===== config.mk =====
export PLATFORM = sky130hd
export DESIGN_NAME = rxsp_regs
export DESIGN_NICKNAME = d
export VERILOG_FILES = /design/src/rxsp_pkg.sv /design/src/rxsp_apb_slave.sv /design/src/rxsp_chan_sel.sv /design/src/rxsp_regs.sv
export VERILOG_INCLUDE_DIRS = /design/src /design/src/src
export SDC_FILE = /design/constraint.sdc
export NUM_CORES = 1
export LEC_CHECK = 0
export ABC_AREA = 1
export BUFFER_PORTS_ARGS = -buffer_cell sky130_fd_sc_hd__clkbuf_2
export CORE_MARGIN = 5
export CORE_UTILIZATION = 40
export CTS_BUF_LIST = sky130_fd_sc_hd__clkbuf_4 sky130_fd_sc_hd__clkbuf_8
export DETAILED_ROUTE_END_ITERATION = 7
export GPL_ROUTABILITY_DRIVEN = 0
export PLACE_DENSITY = 0.77
export REMOVE_ABC_BUFFERS = 1
export SYNTH_ARGS = -nofsm -noshare
export SYNTH_HDL_FRONTEND = slang
export SYNTH_SLANG_ARGS = --single-unit

===== constraint.sdc =====
create_clock -name pclk -period 3.61 [get_ports pclk]
set_input_delay 0.9025 -clock pclk [delete_from_list [all_inputs] [get_ports pclk]]
set_output_delay 0.9025 -clock pclk [all_outputs]
set_load 0.005 [all_outputs]

===== src/rxsp_consts.svh =====
// register indices, field positions, reset values and codes of the rx config bank
`ifndef RXSP_CONSTS_SVH
`define RXSP_CONSTS_SVH

`define RXSP_CM_IDX      8'h1B
`define RXSP_RM_IDX      8'h1C
`define RXSP_CTL_IDX     8'h20

`define RXSP_CM_RST      32'h0000_0000
`define RXSP_RM_RST      32'h0000_0000
`define RXSP_CTL_RST     32'h0000_0000

`define RXSP_FRM_MSB     30
`define RXSP_FRM_LSB     29
`define RXSP_TAP_MSB     28
`define RXSP_TAP_LSB     26
`define RXSP_ETH_MSB     25
`define RXSP_ETH_LSB     13
`define RXSP_BTH_MSB     12
`define RXSP_BTH_LSB     0
`define RXSP_IQ_MSB      23
`define RXSP_IQ_LSB      21
`define RXSP_AUTO_BIT    0
`define RXSP_SEEN_BIT    8

`define RXSP_FRM_TYPE_A  2'h0
`define RXSP_FRM_P2P     2'h1
`define RXSP_SYNC_BYTE   8'hF0

`define RXSP_IQ_BOTH     3'h0
`define RXSP_IQ_ONLY_I   3'h1
`define RXSP_IQ_ONLY_Q   3'h2
`define RXSP_IQ_STRONG   3'h4
`define RXSP_IQ_FIRST    3'h5

`define RXSP_TAPS_0      6'h04
`define RXSP_TAPS_1      6'h06
`define RXSP_TAPS_2      6'h08
`define RXSP_TAPS_3      6'h08
`define RXSP_TAPS_4      6'h10
`define RXSP_TAPS_5      6'h12
`define RXSP_TAPS_6      6'h18
`define RXSP_TAPS_7      6'h20

`endif


===== src/rxsp_pkg.sv =====
// types and shared decode of the rx signal-processing config bank
`include "rxsp_consts.svh"
package rxsp_pkg;

    typedef struct packed {
        logic        rsvd;
        logic [1:0]  framing;
        logic [2:0]  tap_sel;
        logic [12:0] edge_th;
        logic [12:0] bit_th;
    } rxsp_cm_cfg_t;

    typedef struct packed {
        logic        wr;
        logic [7:0]  idx;
        logic        addr_ok;
        logic [31:0] wdata;
    } rxsp_reg_acc_t;

    function automatic logic [5:0] rxsp_tap_count(input logic [2:0] sel);
        logic [5:0] n;
        n = `RXSP_TAPS_0;
        unique case (sel)
            3'h0: n = `RXSP_TAPS_0;
            3'h1: n = `RXSP_TAPS_1;
            3'h2: n = `RXSP_TAPS_2;
            3'h3: n = `RXSP_TAPS_3;
            3'h4: n = `RXSP_TAPS_4;
            3'h5: n = `RXSP_TAPS_5;
            3'h6: n = `RXSP_TAPS_6;
            3'h7: n = `RXSP_TAPS_7;
        endcase
        return n;
    endfunction

endpackage


===== src/rxsp_apb_slave.sv =====
// apb slave front end with one wait state and registered answer
`timescale 1ns/1ps
`include "rxsp_consts.svh"
module rxsp_apb_slave
    import rxsp_pkg::*;
#(
    parameter int ADDR_W = 12
) (
    input  wire logic              pclk,     // bus clock
    input  wire logic              presetn,  // async reset, active low
    input  wire logic              psel,     // slave select
    input  wire logic              penable,  // access phase
    input  wire logic              pwrite,   // 1 = write
    input  wire logic [ADDR_W-1:0] paddr,    // byte address
    input  wire logic [31:0]       pwdata,   // write data
    input  wire logic [31:0]       rd_data,  // read data of decoded index
    input  wire logic              mapped,   // index names a register
    output logic                   pready,   // answer strobe
    output logic [31:0]            prdata,   // read data
    output logic                   pslverr,  // unmapped or misaligned
    output rxsp_reg_acc_t          acc       // write strobe to the bank
);

    generate
        if (ADDR_W < 11) begin : g_bad_addr
            $error("rxsp_apb_slave: ADDR_W must be at least 11");
        end
    endgenerate

    wire logic        addr_ok;
    wire logic        ok;
    wire logic        next_pready;
    wire logic [31:0] next_prdata;
    wire logic        next_pslverr;

    assign addr_ok = (paddr[1:0] == 2'h0) && (paddr[ADDR_W-1:10] == '0);
    assign ok      = addr_ok && mapped;

    // the wait state lets the answer come from flops, not from the decoder
    assign next_pready  = psel && penable && !pready;
    assign next_prdata  = (next_pready && !pwrite && ok) ? rd_data : 32'h0;
    assign next_pslverr = next_pready && !ok;

    assign acc = '{wr:      psel && penable && pready && pwrite && !pslverr,
                   idx:     paddr[9:2],
                   addr_ok: addr_ok,
                   wdata:   pwdata};

    always_ff @(posedge pclk or negedge presetn) begin
        if (!presetn) begin
            pready  <= 1'b0;
            prdata  <= 32'h0;
            pslverr <= 1'b0;
        end else begin
            pready  <= next_pready;
            prdata  <= next_prdata;
            pslverr <= next_pslverr;
        end
    end

endmodule


===== src/rxsp_chan_sel.sv =====
// i/q channel choice for the phase-shift demodulator
`timescale 1ns/1ps
`include "rxsp_consts.svh"
module rxsp_chan_sel
    import rxsp_pkg::*;
#(
    parameter int MAG_W = 12
) (
    input  wire logic             pclk,        // clock
    input  wire logic             presetn,     // async reset, active low
    input  wire logic [2:0]       mode,        // channel-mode code
    input  wire logic [MAG_W-1:0] i_mag,       // i channel strength
    input  wire logic [MAG_W-1:0] q_mag,       // q channel strength
    input  wire logic             i_act,       // i channel signal seen
    input  wire logic             q_act,       // q channel signal seen
    input  wire logic             frame_start, // new frame, forget arrival
    output logic                  use_i,       // process i channel
    output logic                  use_q        // process q channel
);

    generate
        if (MAG_W < 1) begin : g_bad_mag
            $error("rxsp_chan_sel: MAG_W must be at least 1");
        end
    endgenerate

    logic        got_i;
    logic        got_q;
    wire logic   none_yet;
    wire logic   next_got_i;
    wire logic   next_got_q;
    wire logic   i_strong;
    wire logic   first_i;
    wire logic   first_q;
    logic        next_use_i;
    logic        next_use_q;

    // arrival race: i wins a tie in the same cycle
    assign none_yet   = !got_i && !got_q;
    assign next_got_i = !frame_start && (got_i || (none_yet && i_act));
    assign next_got_q = !frame_start &&
                        (got_q || (none_yet && !i_act && q_act));
    assign i_strong   = (i_mag >= q_mag);
    // until one channel has arrived both stay in use
    assign first_i    = got_i || none_yet;
    assign first_q    = got_q || none_yet;

    always_comb begin
        next_use_i = 1'b1;
        next_use_q = 1'b1;
        unique case (mode)
            `RXSP_IQ_BOTH: begin
                next_use_i = 1'b1;
                next_use_q = 1'b1;
            end
            `RXSP_IQ_ONLY_I: begin
                next_use_i = 1'b1;
                next_use_q = 1'b0;
            end
            `RXSP_IQ_ONLY_Q: begin
                next_use_i = 1'b0;
                next_use_q = 1'b1;
            end
            `RXSP_IQ_STRONG: begin
                next_use_i = i_strong;
                next_use_q = !i_strong;
            end
            `RXSP_IQ_FIRST: begin
                next_use_i = first_i;
                next_use_q = first_q;
            end
            default: begin
                next_use_i = 1'b1;
                next_use_q = 1'b1;
            end
        endcase
    end

    always_ff @(posedge pclk or negedge presetn) begin
        if (!presetn) begin
            got_i <= 1'b0;
            got_q <= 1'b0;
            use_i <= 1'b1;
            use_q <= 1'b1;
        end else begin
            got_i <= next_got_i;
            got_q <= next_got_q;
            use_i <= next_use_i;
            use_q <= next_use_q;
        end
    end

endmodule


===== src/rxsp_regs.sv =====
// rx signal-processing configuration bank with apb access
//
// Chosen here: the APB interface to the registers.
`timescale 1ns/1ps
`include "rxsp_consts.svh"
// Functional notes
// - card bits 30:29 pick framing, 00 type A, 01 peer-to-peer with sync F0h.
// - with auto detection on, a detected mode overwrites the framing field.
// - card bits 28:26 give 4, 6, 8, 8, 16, 18, 24 or 32 edge filter taps.
// - the edge decision threshold is bits 25:13 of the card-mode word.
// - the bit decision threshold is bits 12:0 of the card-mode word.
// - reader bits 23:21 pick channels, 000 both at reset, 001 I, 010 Q.
// - code 100 takes the stronger channel, 101 the one that arrives first.
module rxsp_regs
    import rxsp_pkg::*;
#(
    parameter int ADDR_W = 12,
    parameter int MAG_W  = 12
) (
    input  wire logic              pclk,           // 100 MHz bus clock
    input  wire logic              presetn,        // async reset, active low
    input  wire logic              psel,           // apb select
    input  wire logic              penable,        // apb access phase
    input  wire logic              pwrite,         // apb direction
    input  wire logic [ADDR_W-1:0] paddr,          // apb byte address
    input  wire logic [31:0]       pwdata,         // apb write data
    output logic                   pready,         // apb ready
    output logic [31:0]            prdata,         // apb read data
    output logic                   pslverr,        // apb error
    input  wire logic              md_valid,       // mode detector result
    input  wire logic [1:0]        md_framing,     // detected framing
    input  wire logic [MAG_W-1:0]  i_mag,          // i channel strength
    input  wire logic [MAG_W-1:0]  q_mag,          // q channel strength
    input  wire logic              i_act,          // i channel activity
    input  wire logic              q_act,          // q channel activity
    input  wire logic              frame_start,    // frame begins
    output logic [1:0]             rx_framing,     // framing to demod
    output logic [7:0]             sync_byte,      // expected sync byte
    output logic [5:0]             edge_taps,      // edge filter length
    output logic [12:0]            edge_threshold, // edge decision level
    output logic [12:0]            bit_threshold,  // bit decision level
    output logic                   use_i,          // demod uses i
    output logic                   use_q           // demod uses q
);

    rxsp_reg_acc_t acc;
    rxsp_cm_cfg_t  cm_cfg;
    logic [2:0]    iq_mode;
    logic          auto_en;
    logic          md_seen;
    logic [1:0]    md_last;

    wire logic        hit_cm;
    wire logic        hit_rm;
    wire logic        hit_ctl;
    wire logic        mapped;
    wire logic        cm_wr;
    wire logic        rm_wr;
    wire logic        ctl_wr;
    wire logic        md_take;
    wire logic [31:0] rd_data;
    wire logic [31:0] cm_rd;
    wire logic [31:0] rm_rd;
    wire logic [31:0] ctl_rd;
    wire logic [2:0]  eff_mode;
    wire logic        iq_reserved;
    wire logic [1:0]  next_framing;
    wire logic [2:0]  next_tap_sel;
    wire logic [12:0] next_edge_th;
    wire logic [12:0] next_bit_th;
    wire logic [2:0]  next_iq_mode;
    wire logic        next_auto_en;
    wire logic        next_md_seen;
    wire logic [1:0]  next_md_last;
    wire logic [7:0]  next_sync_byte;

    rxsp_apb_slave #(
        .ADDR_W (ADDR_W)
    ) u_apb (
        .pclk    (pclk),
        .presetn (presetn),
        .psel    (psel),
        .penable (penable),
        .pwrite  (pwrite),
        .paddr   (paddr),
        .pwdata  (pwdata),
        .rd_data (rd_data),
        .mapped  (mapped),
        .pready  (pready),
        .prdata  (prdata),
        .pslverr (pslverr),
        .acc     (acc)
    );

    assign hit_cm  = (acc.idx == `RXSP_CM_IDX);
    assign hit_rm  = (acc.idx == `RXSP_RM_IDX);
    assign hit_ctl = (acc.idx == `RXSP_CTL_IDX);
    assign mapped  = hit_cm || hit_rm || hit_ctl;
    assign cm_wr   = acc.wr && hit_cm;
    assign rm_wr   = acc.wr && hit_rm;
    assign ctl_wr  = acc.wr && hit_ctl;

    // the detector is the later writer, so it overrides a same-cycle write
    assign md_take = md_valid && auto_en;
    assign next_framing = md_take ? md_framing :
                          cm_wr ? acc.wdata[`RXSP_FRM_MSB:`RXSP_FRM_LSB] :
                          cm_cfg.framing;
    assign next_tap_sel = cm_wr ? acc.wdata[`RXSP_TAP_MSB:`RXSP_TAP_LSB]
                                : cm_cfg.tap_sel;
    assign next_edge_th = cm_wr ? acc.wdata[`RXSP_ETH_MSB:`RXSP_ETH_LSB]
                                : cm_cfg.edge_th;
    assign next_bit_th  = cm_wr ? acc.wdata[`RXSP_BTH_MSB:`RXSP_BTH_LSB]
                                : cm_cfg.bit_th;
    assign next_iq_mode = rm_wr ? acc.wdata[`RXSP_IQ_MSB:`RXSP_IQ_LSB]
                                : iq_mode;
    assign next_auto_en = ctl_wr ? acc.wdata[`RXSP_AUTO_BIT] : auto_en;
    // sticky detect flag: a detection in the clearing cycle survives
    assign next_md_seen = md_take ||
                          (md_seen && !(ctl_wr && acc.wdata[`RXSP_SEEN_BIT]));
    assign next_md_last = md_take ? md_framing : md_last;

    // reserved codes are kept as written but steer nothing
    assign iq_reserved = (iq_mode != `RXSP_IQ_BOTH) &&
                         (iq_mode != `RXSP_IQ_ONLY_I) &&
                         (iq_mode != `RXSP_IQ_ONLY_Q) &&
                         (iq_mode != `RXSP_IQ_STRONG) &&
                         (iq_mode != `RXSP_IQ_FIRST);
    assign eff_mode = iq_reserved ? `RXSP_IQ_BOTH : iq_mode;

    // only peer-to-peer framing expects a sync byte
    assign next_sync_byte = (cm_cfg.framing == `RXSP_FRM_P2P) ?
                            `RXSP_SYNC_BYTE : 8'h00;

    // bit 31 and the unused fields read as zero
    assign cm_rd  = {1'b0, cm_cfg.framing, cm_cfg.tap_sel,
                     cm_cfg.edge_th, cm_cfg.bit_th};
    assign rm_rd  = {8'h00, iq_mode, 21'h000000};
    // ctl: 0 auto, 8 seen, 10:9 last framing, 12 use_i, 13 use_q
    assign ctl_rd = {18'h00000, use_q, use_i, 1'b0, md_last, md_seen,
                     7'h00, auto_en};
    assign rd_data = hit_cm ? cm_rd : hit_rm ? rm_rd :
                     hit_ctl ? ctl_rd : 32'h0;

    always_ff @(posedge pclk or negedge presetn) begin
        if (!presetn) begin
            cm_cfg  <= `RXSP_CM_RST;
            iq_mode <= 3'(`RXSP_RM_RST >> `RXSP_IQ_LSB);
            auto_en <= 1'b0;
            md_seen <= 1'b0;
            md_last <= `RXSP_FRM_TYPE_A;
        end else begin
            cm_cfg  <= '{rsvd: 1'b0, framing: next_framing,
                         tap_sel: next_tap_sel, edge_th: next_edge_th,
                         bit_th: next_bit_th};
            iq_mode <= next_iq_mode;
            auto_en <= next_auto_en;
            md_seen <= next_md_seen;
            md_last <= next_md_last;
        end
    end

    // outputs are re-timed copies so the demodulator sees clean flops
    always_ff @(posedge pclk or negedge presetn) begin
        if (!presetn) begin
            rx_framing     <= `RXSP_FRM_TYPE_A;
            sync_byte      <= 8'h00;
            edge_taps      <= `RXSP_TAPS_0;
            edge_threshold <= 13'h0000;
            bit_threshold  <= 13'h0000;
        end else begin
            rx_framing     <= cm_cfg.framing;
            sync_byte      <= next_sync_byte;
            edge_taps      <= rxsp_tap_count(cm_cfg.tap_sel);
            edge_threshold <= cm_cfg.edge_th;
            bit_threshold  <= cm_cfg.bit_th;
        end
    end

    rxsp_chan_sel #(
        .MAG_W (MAG_W)
    ) u_chan (
        .pclk        (pclk),
        .presetn     (presetn),
        .mode        (eff_mode),
        .i_mag       (i_mag),
        .q_mag       (q_mag),
        .i_act       (i_act),
        .q_act       (q_act),
        .frame_start (frame_start),
        .use_i       (use_i),
        .use_q       (use_q)
    );
endmodule


==> results list, run 1 <==
- The number of gates resized after CTS was 0.
* Worst min-delay path category: register to register
* Setup fix buffers added after clock tree synthesis: 0
- Worst Path Required: 3870 ps
- Port buffer count: 149
- Share of total power in the clock network: 31.9%
- The worst setup path is of the input pin to register kind.
- In the finished design, the share of the clock period the worst path needs comes to 66.2%.
- After clock tree synthesis, the clock-pin slew on the worst setup and hold paths is 100 ps.
* Startpoint type of the worst setup path: input pin
- First-pass GRT wire length: 16000 um
* Number of remaining DRC errors: 0
- For the worst setup path, the data arrival time is 2650 ps.
* Number of rows in the core area: 38
- Maximum number of pins on one net before global-route repair: 59
* Die height: 115 um
- Slowest Stage Delay on Critical Path: 820 ps
* Power density relative to cell area: 374 nW/um2
* Maximum buffer depth of the clock tree: 2
* Final routed wirelength across all metal layers: 9860 um
- In this run the clock root is driven by a sky130_fd_sc_hd__clkbuf_8.
* Total count of hold-check failures in the final report: 0
* Transition at the pin with the smallest max-transition slack: 894 ps
* Overall die width: 115 um
- Initial DRC Count: 153
- Sequential elements use 62.4% of the synthesized area.
* Drt wl/cell: 13.1 um
- Critical path, cell by cell: clkbuf_2, nor4_1, nand3_2, nor2_1
* Netlist area before placement: 4380 um2
- #FFs+latches synth: 109
- The top cell types in the final layout, fill and taps aside, are 165 x sky130_fd_sc_hd__nand2_1, 148 x sky130_fd_sc_hd__clkbuf_2, 106 x sky130_fd_sc_hd__dfrtp_1, 50 x sky130_fd_sc_hd__inv_1, 38 x sky130_fd_sc_hd__nor2_1.
* Number of buffers created by CTS: 9
- For this design, the CTS-stage hold fixing added 0 buffers.
- Summed over all layers, the global routing overflow is 0.
* Core area: 10800 um2
* Post-Route Hold Slack: 387 ps
- The internal portion of the total power is 0.00153 W.
- Switching power of the nets: 0.000466 W
* Total Nets Final: 699
* Layout Area Growth over Synthesis: 22.1%
- Total half-perimeter wirelength after legalization and detailed placement: 7410 um
- The clock reaches the later pin of the worst-skew pair after 360 ps.
- Clock Skews: 9.12 ps
- Setup repair after global routing left no endpoint under its margin.
* Most common cell after layout, fill and taps aside: sky130_fd_sc_hd__nand2_1
* Combinational fraction of design power: 6.4%
* Yosys cell types: 24
- Fraction of power consumed by sequential logic: 61.6%
* Slew HR: 40.3%
* Antenna violations before repair: 0
- The detail route stage leaves a number of antenna-violating nets equal to 0.
* Clock tree from TritonCTS: built
- Max-cap violations in this run came to 0.
- Min cycle time layout: 2390 ps
- Before antenna repair, the detailed router went through 4 iterations.
- The H-tree generated during clock tree synthesis spans 3 levels.
* Overall track demand over capacity in global routing: 15.5%
* Maximum clock frequency: 0.419 GHz
* Switching Share: 23.3%
- After technology mapping, the gate count stands at 460.
- Layout cells sized above 1: 31.6%
* Crit end category: register
- A synthesized cell averages 9.52 um2.
- Worst supply voltage drop on vdd: 0.171 mV
- Leakage power figure: 3.09 nW
- Detailed routing inserted a total of 3382 vias.
- Clock sinks: 109
- In this run the count of I/O pins placed on the die edge is 157.
- Warnings from Yosys: 0
* Setup TNS after final layout: 0 ps
- In the routed layout, each cell is associated on average with a via count of 4.50.
- Run status: completed
- Die area: 13100 um2
* Number of pins exceeding their max-slew limit in the final report: 0
* CP max FO: 31
- For this configuration, the core starts out at a cell density of 40.6%.
- The number of antenna diodes in the final layout is 0.
- Setup violations remaining at the end of the flow were counted as 0.
- The slowest stage of the critical path is the sky130_fd_sc_hd__nand3_2 cell.
* Number of global-route vias before repair: 3487
-- final cells by class --
type	count	area, um2
Fill cell	991	5450
Sequential cell	109	2730
Multi-Input combinational cell	284	1310
Timing Repair Buffer	153	778
Inverter	51	193
Tap cell	140	175
Clock buffer	10	131
Clock inverter	4	26.3
-- per-layer routing --
metal | wire length (um) | GRT usage, %
met1 | 4060 | 19.1
met2 | 5000 | 26.9
met3 | 689 | 3.22
met4 | 113 | 5.30
met5 | 0 | 0
-- final timing paths --
path,startpoint,endpoint,slack (ps),cells after the start
min in group asynchronous,presetn,bit_threshold[3],570,1
min,cm_cfg[23],edge_threshold[10],390,0
max reg2reg,u_apb.pready,u_apb.prdata[28],1710,5
max,paddr[1],u_apb.prdata[28],1220,4
max in group asynchronous,presetn,u_chan.use_i,2160,2
min reg2reg,cm_cfg[23],edge_threshold[10],390,0
-- critical path, delay by kind of cell --
family / cells / cell delay, ps
buf+inv: 1 / 80
simple gates: 3 / 1650
-- synth_stat cells (all sizes together) --
cell type	count	area, um2
nor2	55	259
clkinv	1	5.00
ha	12	150
inv	50	188
nand3	16	90.1
nand2	167	637
nor4	1	6.26
dfstp	3	78.8
buf	21	161
a21oi	8	40.0
o21ai	12	60.1
conb	1	3.75
o22ai	1	6.26
nor3	6	41.3
dfrtp	106	2650
-- power groups by stage --
stage	Sequential, W	Combinational [W]	Clock, W
finish	0.00123	0.000129	0.000639
global route	0.00123	0.000151	0.000697
CTS	0.00123	0.000132	0.000659
detailed placement	0.00126	0.000132	0
global placement	0.00126	0.000124	0
floorplan	0.00126	0.0000440	0
-- sequential cells by signal, indices dropped and copies added, names as in the netlist --
register and count:
auto_en 1, bit_threshold 13, cm_cfg 31, edge_taps 5
edge_threshold 13, iq_mode 3, md_last 2, md_seen 1
rx_framing 2, sync_byte 1, u_apb.prdata 31, u_apb.pready 1
u_apb.pslverr 1, u_chan.got_i 1, u_chan.got_q 1, u_chan.use_i 1
u_chan.use_q 1
-- per-stage QoR --
stage | instances | setup slack (ps) | instance area, um2 | util, % | total power [W]
2_1_floorplan | 444 | 1340 | 4240 | - | 0.00130
3_3_place_gp | 737 | 938 | 5190 | 48.1 | 0.00138
3_5_place_dp | 737 | 831 | 5190 | 48.1 | 0.00139
4_1_cts | 751 | 1230 | 5350 | 49.5 | 0.00202
5_1_grt | 751 | 1040 | 5350 | 49.5 | 0.00208
6_report | 751 | 1220 | 5350 | 49.5 | 0.00200
-- logic make-up (layout without fill, tap and decap cells) --
logic type / count (synthesis) / in the layout / synth area share [%]
AOI/OAI and AO/OA: 21 / 21 / 2.43
and+or+nand+nor: 245 / 245 / 23.6
DFF: 109 / 109 / 62.4
other: 1 / 6 / 0.0856
adders and majority gates: 12 / 12 / 3.43
buffers and inverters: 72 / 218 / 8.09
(Power assumes the default switching activity.)
==> run 2, diff against run 1 <==
==> constraint.sdc (replaced) <==
create_clock -name pclk -period 2.5 [get_ports pclk]
set_input_delay 0.625 -clock pclk [delete_from_list [all_inputs] [get_ports pclk]]
set_output_delay 0.625 -clock pclk [all_outputs]
set_load 0.005 [all_outputs]
==> run 2 against run 1 <==
Compared with the run above:
- non-clock buffer count is 3 higher
- final cell count grew 0.67%
- die area is the same
- power grew 59%
- via count up 0.24%
- combinational power up 45%
- final area up 2.2%
- sequential cell count did not move
- worst hold slack lost 170 ps
- utilization increased by 1.1 points
- largest cell class unchanged
==> results list, run 2 (synthesis results as in run 1) <==
- Filler cell count in the final layout: 989
- Drt wl/cell: 13.1 um
* Overall power after layout: 0.00318 W
- Max-cap violations in this run came to 0.
- The number of global-route vias before repair is 3529.
- Detailed placement finished with a half-perimeter wire length of 7420 um.
- For this run, design rule violations remaining after detail routing come to 0.
- After layout, the worst setup slack is 862 ps.
- Area of combinational cells with multiple inputs: 1310 um2
- Traced cell by cell, the critical path runs through clkbuf_2, inv_1, nand2_1, nor2_4, nand2_4, clkinv_2, nand2_1, buf_4, nand2_1, o21ai_0.
- IO Pins: 157
* Worst supply voltage drop on vdd: 0.249 mV
- Before antenna repair, the detailed router went through 4 iterations.
- Number of buffers created by CTS: 9
- Core area: 10800 um2
- The number of slew-limit violations in the final report was 0.
- Slowest CP cell: sky130_fd_sc_hd__clkinv_2
- The number of antenna violations at the first check in global routing was 0.
- Number of rows in the core area: 38
* Maximum clock frequency: 0.610 GHz
- CTS Root Cell: sky130_fd_sc_hd__clkbuf_8
- Setup fix buffers added after clock tree synthesis: 0
* Number of diodes added for antenna fixing: 0
- Crit end category: register
* Maximum buffer depth of the clock tree: 2
- The count of cells in the finished layout, fillers not included, comes to 756.
- On the worst path, the slowest cell contributes a delay of 270 ps.
* Die area: 13100 um2
* Overall track demand over capacity in global routing: 15.6%
- Die height: 115 um
- Cell repeated most along the worst path: sky130_fd_sc_hd__nand2_1
- The worst setup path is of the input pin to register kind.
* Met2 usage in global routing: 26.2%
- The library cells used most frequently in the layout, excluding fill and tap cells, are 165 x sky130_fd_sc_hd__nand2_1, 148 x sky130_fd_sc_hd__clkbuf_2, 106 x sky130_fd_sc_hd__dfrtp_1, 50 x sky130_fd_sc_hd__inv_1, 38 x sky130_fd_sc_hd__nor2_1.
* Most common cell after layout, fill and taps aside: sky130_fd_sc_hd__nand2_1
* Latest clock arrival within the worst-skew pair: 360 ps
* Total count of hold-check failures in the final report: 0
- CP max FO: 22
* Detailed-route via count: 3390
- The flow ran to the end, and the final reports show no timing, DRC or antenna violations.
* Setup TNS after final layout: 0 ps
- OpenSTA, run right after detailed placement, puts the worst setup slack at 458 ps.
- TritonCTS built the clock tree.
* Setup repair after global routing missed its margin: false
* Maximum number of pins on one net before global-route repair: 39
- Summed over all cells, the static leakage comes to 3.14 nW.
- Dividing total power by cell area gives a power density of 583 nW/um2.
- Startpoint type of the worst setup path: input pin
- After detailed placement, the design holds a cell count of 740.
- Clock transition at the register clock pins on the worst setup and hold paths after CTS: 100 ps
- Overall die width: 115 um
- Clock Skews: 8.76 ps
- The number of gates resized after CTS was 0.
- For met3 alone, demand over resource in global routing was 3.49%.
- Critical Path AT: 1870 ps
* Met1 track utilization from global routing: 20.3%
* First-pass GRT wire length: 16400 um
- For this run the aggregate overflow at the end of global routing stands at 0.
* Clock sinks: 109
* Antenna Violating Nets Remaining: 0
- Once the floorplan was initialized, standard cells occupied 40.6% of the core.
- Final routed wirelength across all metal layers: 9940 um
- Via-to-Cell Ratio: 4.48
- Compared with the post-synthesis result, the final layout area differs by 24.7%.
- In this run, post-CTS hold repair placed 0 buffers.
- The path class of the tightest hold or removal check is input pin to async pin.
- Number of cells on the worst reg-to-reg path: 8
* Registers with the most flip-flops: cm_cfg (31), u_apb.prdata (31)
* Final cycle utilization of the critical path: 65.5%
- Setup-violating endpoint count in the final report: 0
- At the worst endpoint, the required time is 2740 ps.
- Of the cells placed in the final design, the portion with a size suffix greater than 1 is 32.1%.
- The sequential cells in the finished layout cover a total of 2730 um2.
- Post-Route Hold Slack: 217 ps
- In this run the number of H-tree levels came out at 3.
- Initial DRC Count: 183
- After the last flow step, the layout net total stands at 702.
- Min cycle time layout: 1640 ps
- Buffers placed on the I/O ports in this run total 149.
- met2 is the most crowded layer.
==> run 2: layout make-up <==
class,count,share of cell area (%)
sequential,109,50.0
multi-input combinational,284,24.0
timing repair buffer,156,14.9
inverter,51,3.53
tap,140,3.21
clock buffer,12,2.91
clock inverter,4,1.44
==> run 2: where the power goes <==
part / internal, W / total, W / leakage [nW] / switching [W]
Combinational: 0.0000805 / 0.000187 / 1.56 / 0.000106
Clock: 0.000638 / 0.00122 / 0.118 / 0.000578
Sequential: 0.00177 / 0.00178 / 1.47 / 0.00000716
Total: 0.00249 / 0.00318 / 3.14 / 0.000692
==> run 2: metal layers <==
metal | share of wire [%] | vias to the layer above
met4 | 1.1 | 0
met2 | 50 | 104
met3 | 6.6 | 7
met5 | 0 | -
met1 | 42 | 1605
li1 | - | 1674
==> run 2: stage by stage <==
stage               area, um2  utilization [%]
floorplan                4240                -
global placement         5230             48.4
detailed placement       5230             48.4
CTS                      5460             50.6
global route             5460             50.6
finish                   5460             50.6
==> run 2: path summary, 6_finish.rpt <==
path	slack, ps	startpoint	to
setup / recovery	860	paddr[7]	cm_cfg[0]
hold / removal	220	presetn	bit_threshold[3]
setup reg to reg	890	u_apb.pslverr	cm_cfg[29]
hold reg to reg	380	cm_cfg[23]	edge_threshold[10]
max in group asynchronous	1470	presetn	cm_cfg[25]
min in group pclk	380	cm_cfg[23]	edge_threshold[10]
==> run 2: critical path: cells and delay by family <==
kind            cells  cell delay, ps
buf+inv             4             610
compound gates      1              80
simple gates        5             540
==> run 3, diff against run 2 <==
--- a/config.mk
+++ b/config.mk
@@ -13,7 +13,7 @@
 export CTS_BUF_LIST = sky130_fd_sc_hd__clkbuf_4 sky130_fd_sc_hd__clkbuf_8
 export DETAILED_ROUTE_END_ITERATION = 7
 export GPL_ROUTABILITY_DRIVEN = 0
-export PLACE_DENSITY = 0.77
+export PLACE_DENSITY = 0.79
 export REMOVE_ABC_BUFFERS = 1
 export SYNTH_ARGS = -nofsm -noshare
 export SYNTH_HDL_FRONTEND = slang
==> constraint.sdc (replaced) <==
create_clock -name pclk -period 1.38 [get_ports pclk]
set_input_delay 0.345 -clock pclk [delete_from_list [all_inputs] [get_ports pclk]]
set_output_delay 0.345 -clock pclk [all_outputs]
set_load 0.005 [all_outputs]
==> run 3 against run 2 <==
Compared with the run above:
- register-to-register slack got worse by 850 ps
- critical endpoint is now use_i
- combinational power grew 94%
- non-clock buffer count up 19
- final cell count rose by 2.5%
- utilization up 2.8 points
==> results list, run 3 (synthesis results as in run 1) <==
- The run finished with clean final reports.
* IO Pins: 157
- Setup-violating endpoint count in the final report: 0
- Wires add up to 10400 um.
- After floorplanning, the core was sized to cover 10800 um2.
- Total Nets Final: 721
* CP delay by family, top: flip-flops
* Slowest CP cell: sky130_fd_sc_hd__dfstp_2
* Layout Area Growth over Synthesis: 31.7%
* Maximum number of pins on one net before global-route repair: 52
- Critical Path AT: 1030 ps
- The number of slew-limit violations in the final report came to 0.
- Leftover overflow at the end of global routing: 0
- Antenna Violating Nets Remaining: 0
- Overall power after layout: 0.00557 W
* Startpoint type of the worst setup path: register
- Leakage power figure: 3.29 nW
- The startpoint identified for the worst register-to-register timing path is u_apb.pslverr.
* Number of remaining DRC errors: 0
* Registers with the most flip-flops: cm_cfg (31), u_apb.prdata (31)
* Die height: 115 um
- In this run the worst path has a maximum fanout of 2.
* Worst Path Required: 1030 ps
* Number of rows in the core area: 38
- After clock tree synthesis, the clock-pin slew on the worst setup and hold paths is 100 ps.
* Start-to-end type of the worst setup path: register to output pin
- Clock latency on the worst-skew pair, taken at its later pin, is 380 ps.
- Crit end category: output pin
* Number of global-route vias before repair: 3541
- The number of antenna violations at the first check in global routing was 0.
- The smallest clock period supported by the final layout is computed as 1380 ps.
- Maximum clock frequency: 0.725 GHz
- The die covers 13100 um2.
* First-pass GRT wire length: 16300 um
- The tightest min-delay check is of the input pin to register type.
- Overall track demand over capacity in global routing: 15.9%
- The number of cells on the worst reg-to-reg path is 9.
- The tree is rooted in a sky130_fd_sc_hd__clkbuf_8.
- In this design, the stage delay of the slowest critical-path cell is 560 ps.
* Int Power: 0.00425 W
- Layout cells sized above 1: 36.4%
* Clock sinks: 109
* Maximum buffer depth of the clock tree: 2
- Setup repair after global routing missed its margin: true
- Drt wl/cell: 13.4 um
* Via-to-Cell Ratio: 4.50
* Worst reg2reg endpoint: cm_cfg[30]
* Power density relative to cell area: 967 nW/um2
* Placed cell area: 5350 um2
* Number of diodes added for antenna fixing: 0
* H-tree lvl count: 3
- The worst hold path begins at frame_start.
- Detailed placement finished with a half-perimeter wire length of 7780 um.
* Most common cell after layout, fill and taps aside: sky130_fd_sc_hd__nand2_1
- Highest-count cells in the layout ignoring fill and taps: 157 x sky130_fd_sc_hd__nand2_1, 147 x sky130_fd_sc_hd__clkbuf_2, 106 x sky130_fd_sc_hd__dfrtp_1, 49 x sky130_fd_sc_hd__inv_1, 37 x sky130_fd_sc_hd__nor2_1
* Detailed-route via count: 3484
- Measured along the x axis, the die boundary spans 115 um.
- Fraction of power consumed by sequential logic: 57.9%
- The detailed router finished its first iteration with 230 violations.
- Clock tree from TritonCTS: built
- During placement, the flow inserted port buffers numbering 149.
* Combinational fraction of design power: 6.5%
- Final cycle utilization of the critical path: 100%
* Switching power of the nets: 0.00132 W
- Share of total power in the clock network: 35.6%
- Max capacitance violation total: 0
- Non-filler cells, final: 775
* Endpoint of the worst hold-timing path: u_chan.got_q
- The final-report hold violation count was 0.
- Starting utilization of the core area: 40.6%
- Switching Share: 23.7%
- The worst hold path was traced through 2 stages.
* Number of buffer and inverter instances along the worst setup path: 1
* Number of instances in the placed design: 751
- Across all register-to-register paths, the minimum setup slack is 40 ps.
* Origin of the worst setup path: u_chan.use_i
* Layout Utilization: 53.4%
- Traced cell by cell, the critical path runs through buf_6.
* Worst supply voltage drop on vdd: 0.517 mV
- Summing all non-filler instances in the final layout gives an area of 5770 um2.
- Counting the fill cells in the layout gives 983.
- The first detailed-routing pass took 4 iterations.
* Setup TNS after final layout: 0 ps
- Number of buffers created by CTS: 9
- The clock arrives with 8.21 ps of skew.
==> run 3: cell type report <==
class	instances	area, um2	area share (%)
sequential	109	2730	47.4
multi-input combinational	284	1370	23.8
timing repair buffer	175	1090	18.9
inverter	51	193	3.34
tap	140	175	3.04
clock buffer	10	131	2.28
clock inverter	6	72.6	1.26
==> run 3: power by group through the flow <==
stage	Sequential (W)	Clock [W]	Combinational [W]
after floorplan	0.00329	0	0.000115
after global placement	0.00329	0	0.000339
after detailed placement	0.00329	0	0.000357
after CTS	0.00323	0.00202	0.000362
after global routing	0.00323	0.00215	0.000418
final	0.00323	0.00199	0.000362
==> run 3: worst max path at each step <==
stage	to	depth (start not counted)
floorplan	cm_cfg[29]	8
global placement	cm_cfg[3]	10
detailed placement	cm_cfg[30]	9
CTS	use_i	1
global route	use_q	1
finish	use_i	1
==> run 3: metal layers <==
layer,vias to the layer above,GRT usage (%),share of wire (%)
li1,1712,-,-
met1,1642,19.1,40
met2,118,27.3,52
met3,12,3.96,7.0
met4,0,6.02,1.5
met5,-,0,0
==> run 3: what timing repair did <==
item                                    4_1_cts  5_1_grt
hold buffers                                  1        0
endpoints found under the hold margin        18        0
cloned                                        0        4
endpoints found under the setup margin       29       24
gates resized for setup                       2       30
buffers inserted                              1        2
pin swaps                                     1        6
==> run 3: per-stage QoR <==
stage	hold slack, ps	setup slack, ps
2_1_floorplan	49.4	-337
3_3_place_gp	248	-47.2
3_5_place_dp	250	-135
4_1_cts	112	-28.1
5_1_grt	114	-38.7
6_report	128	0.0752
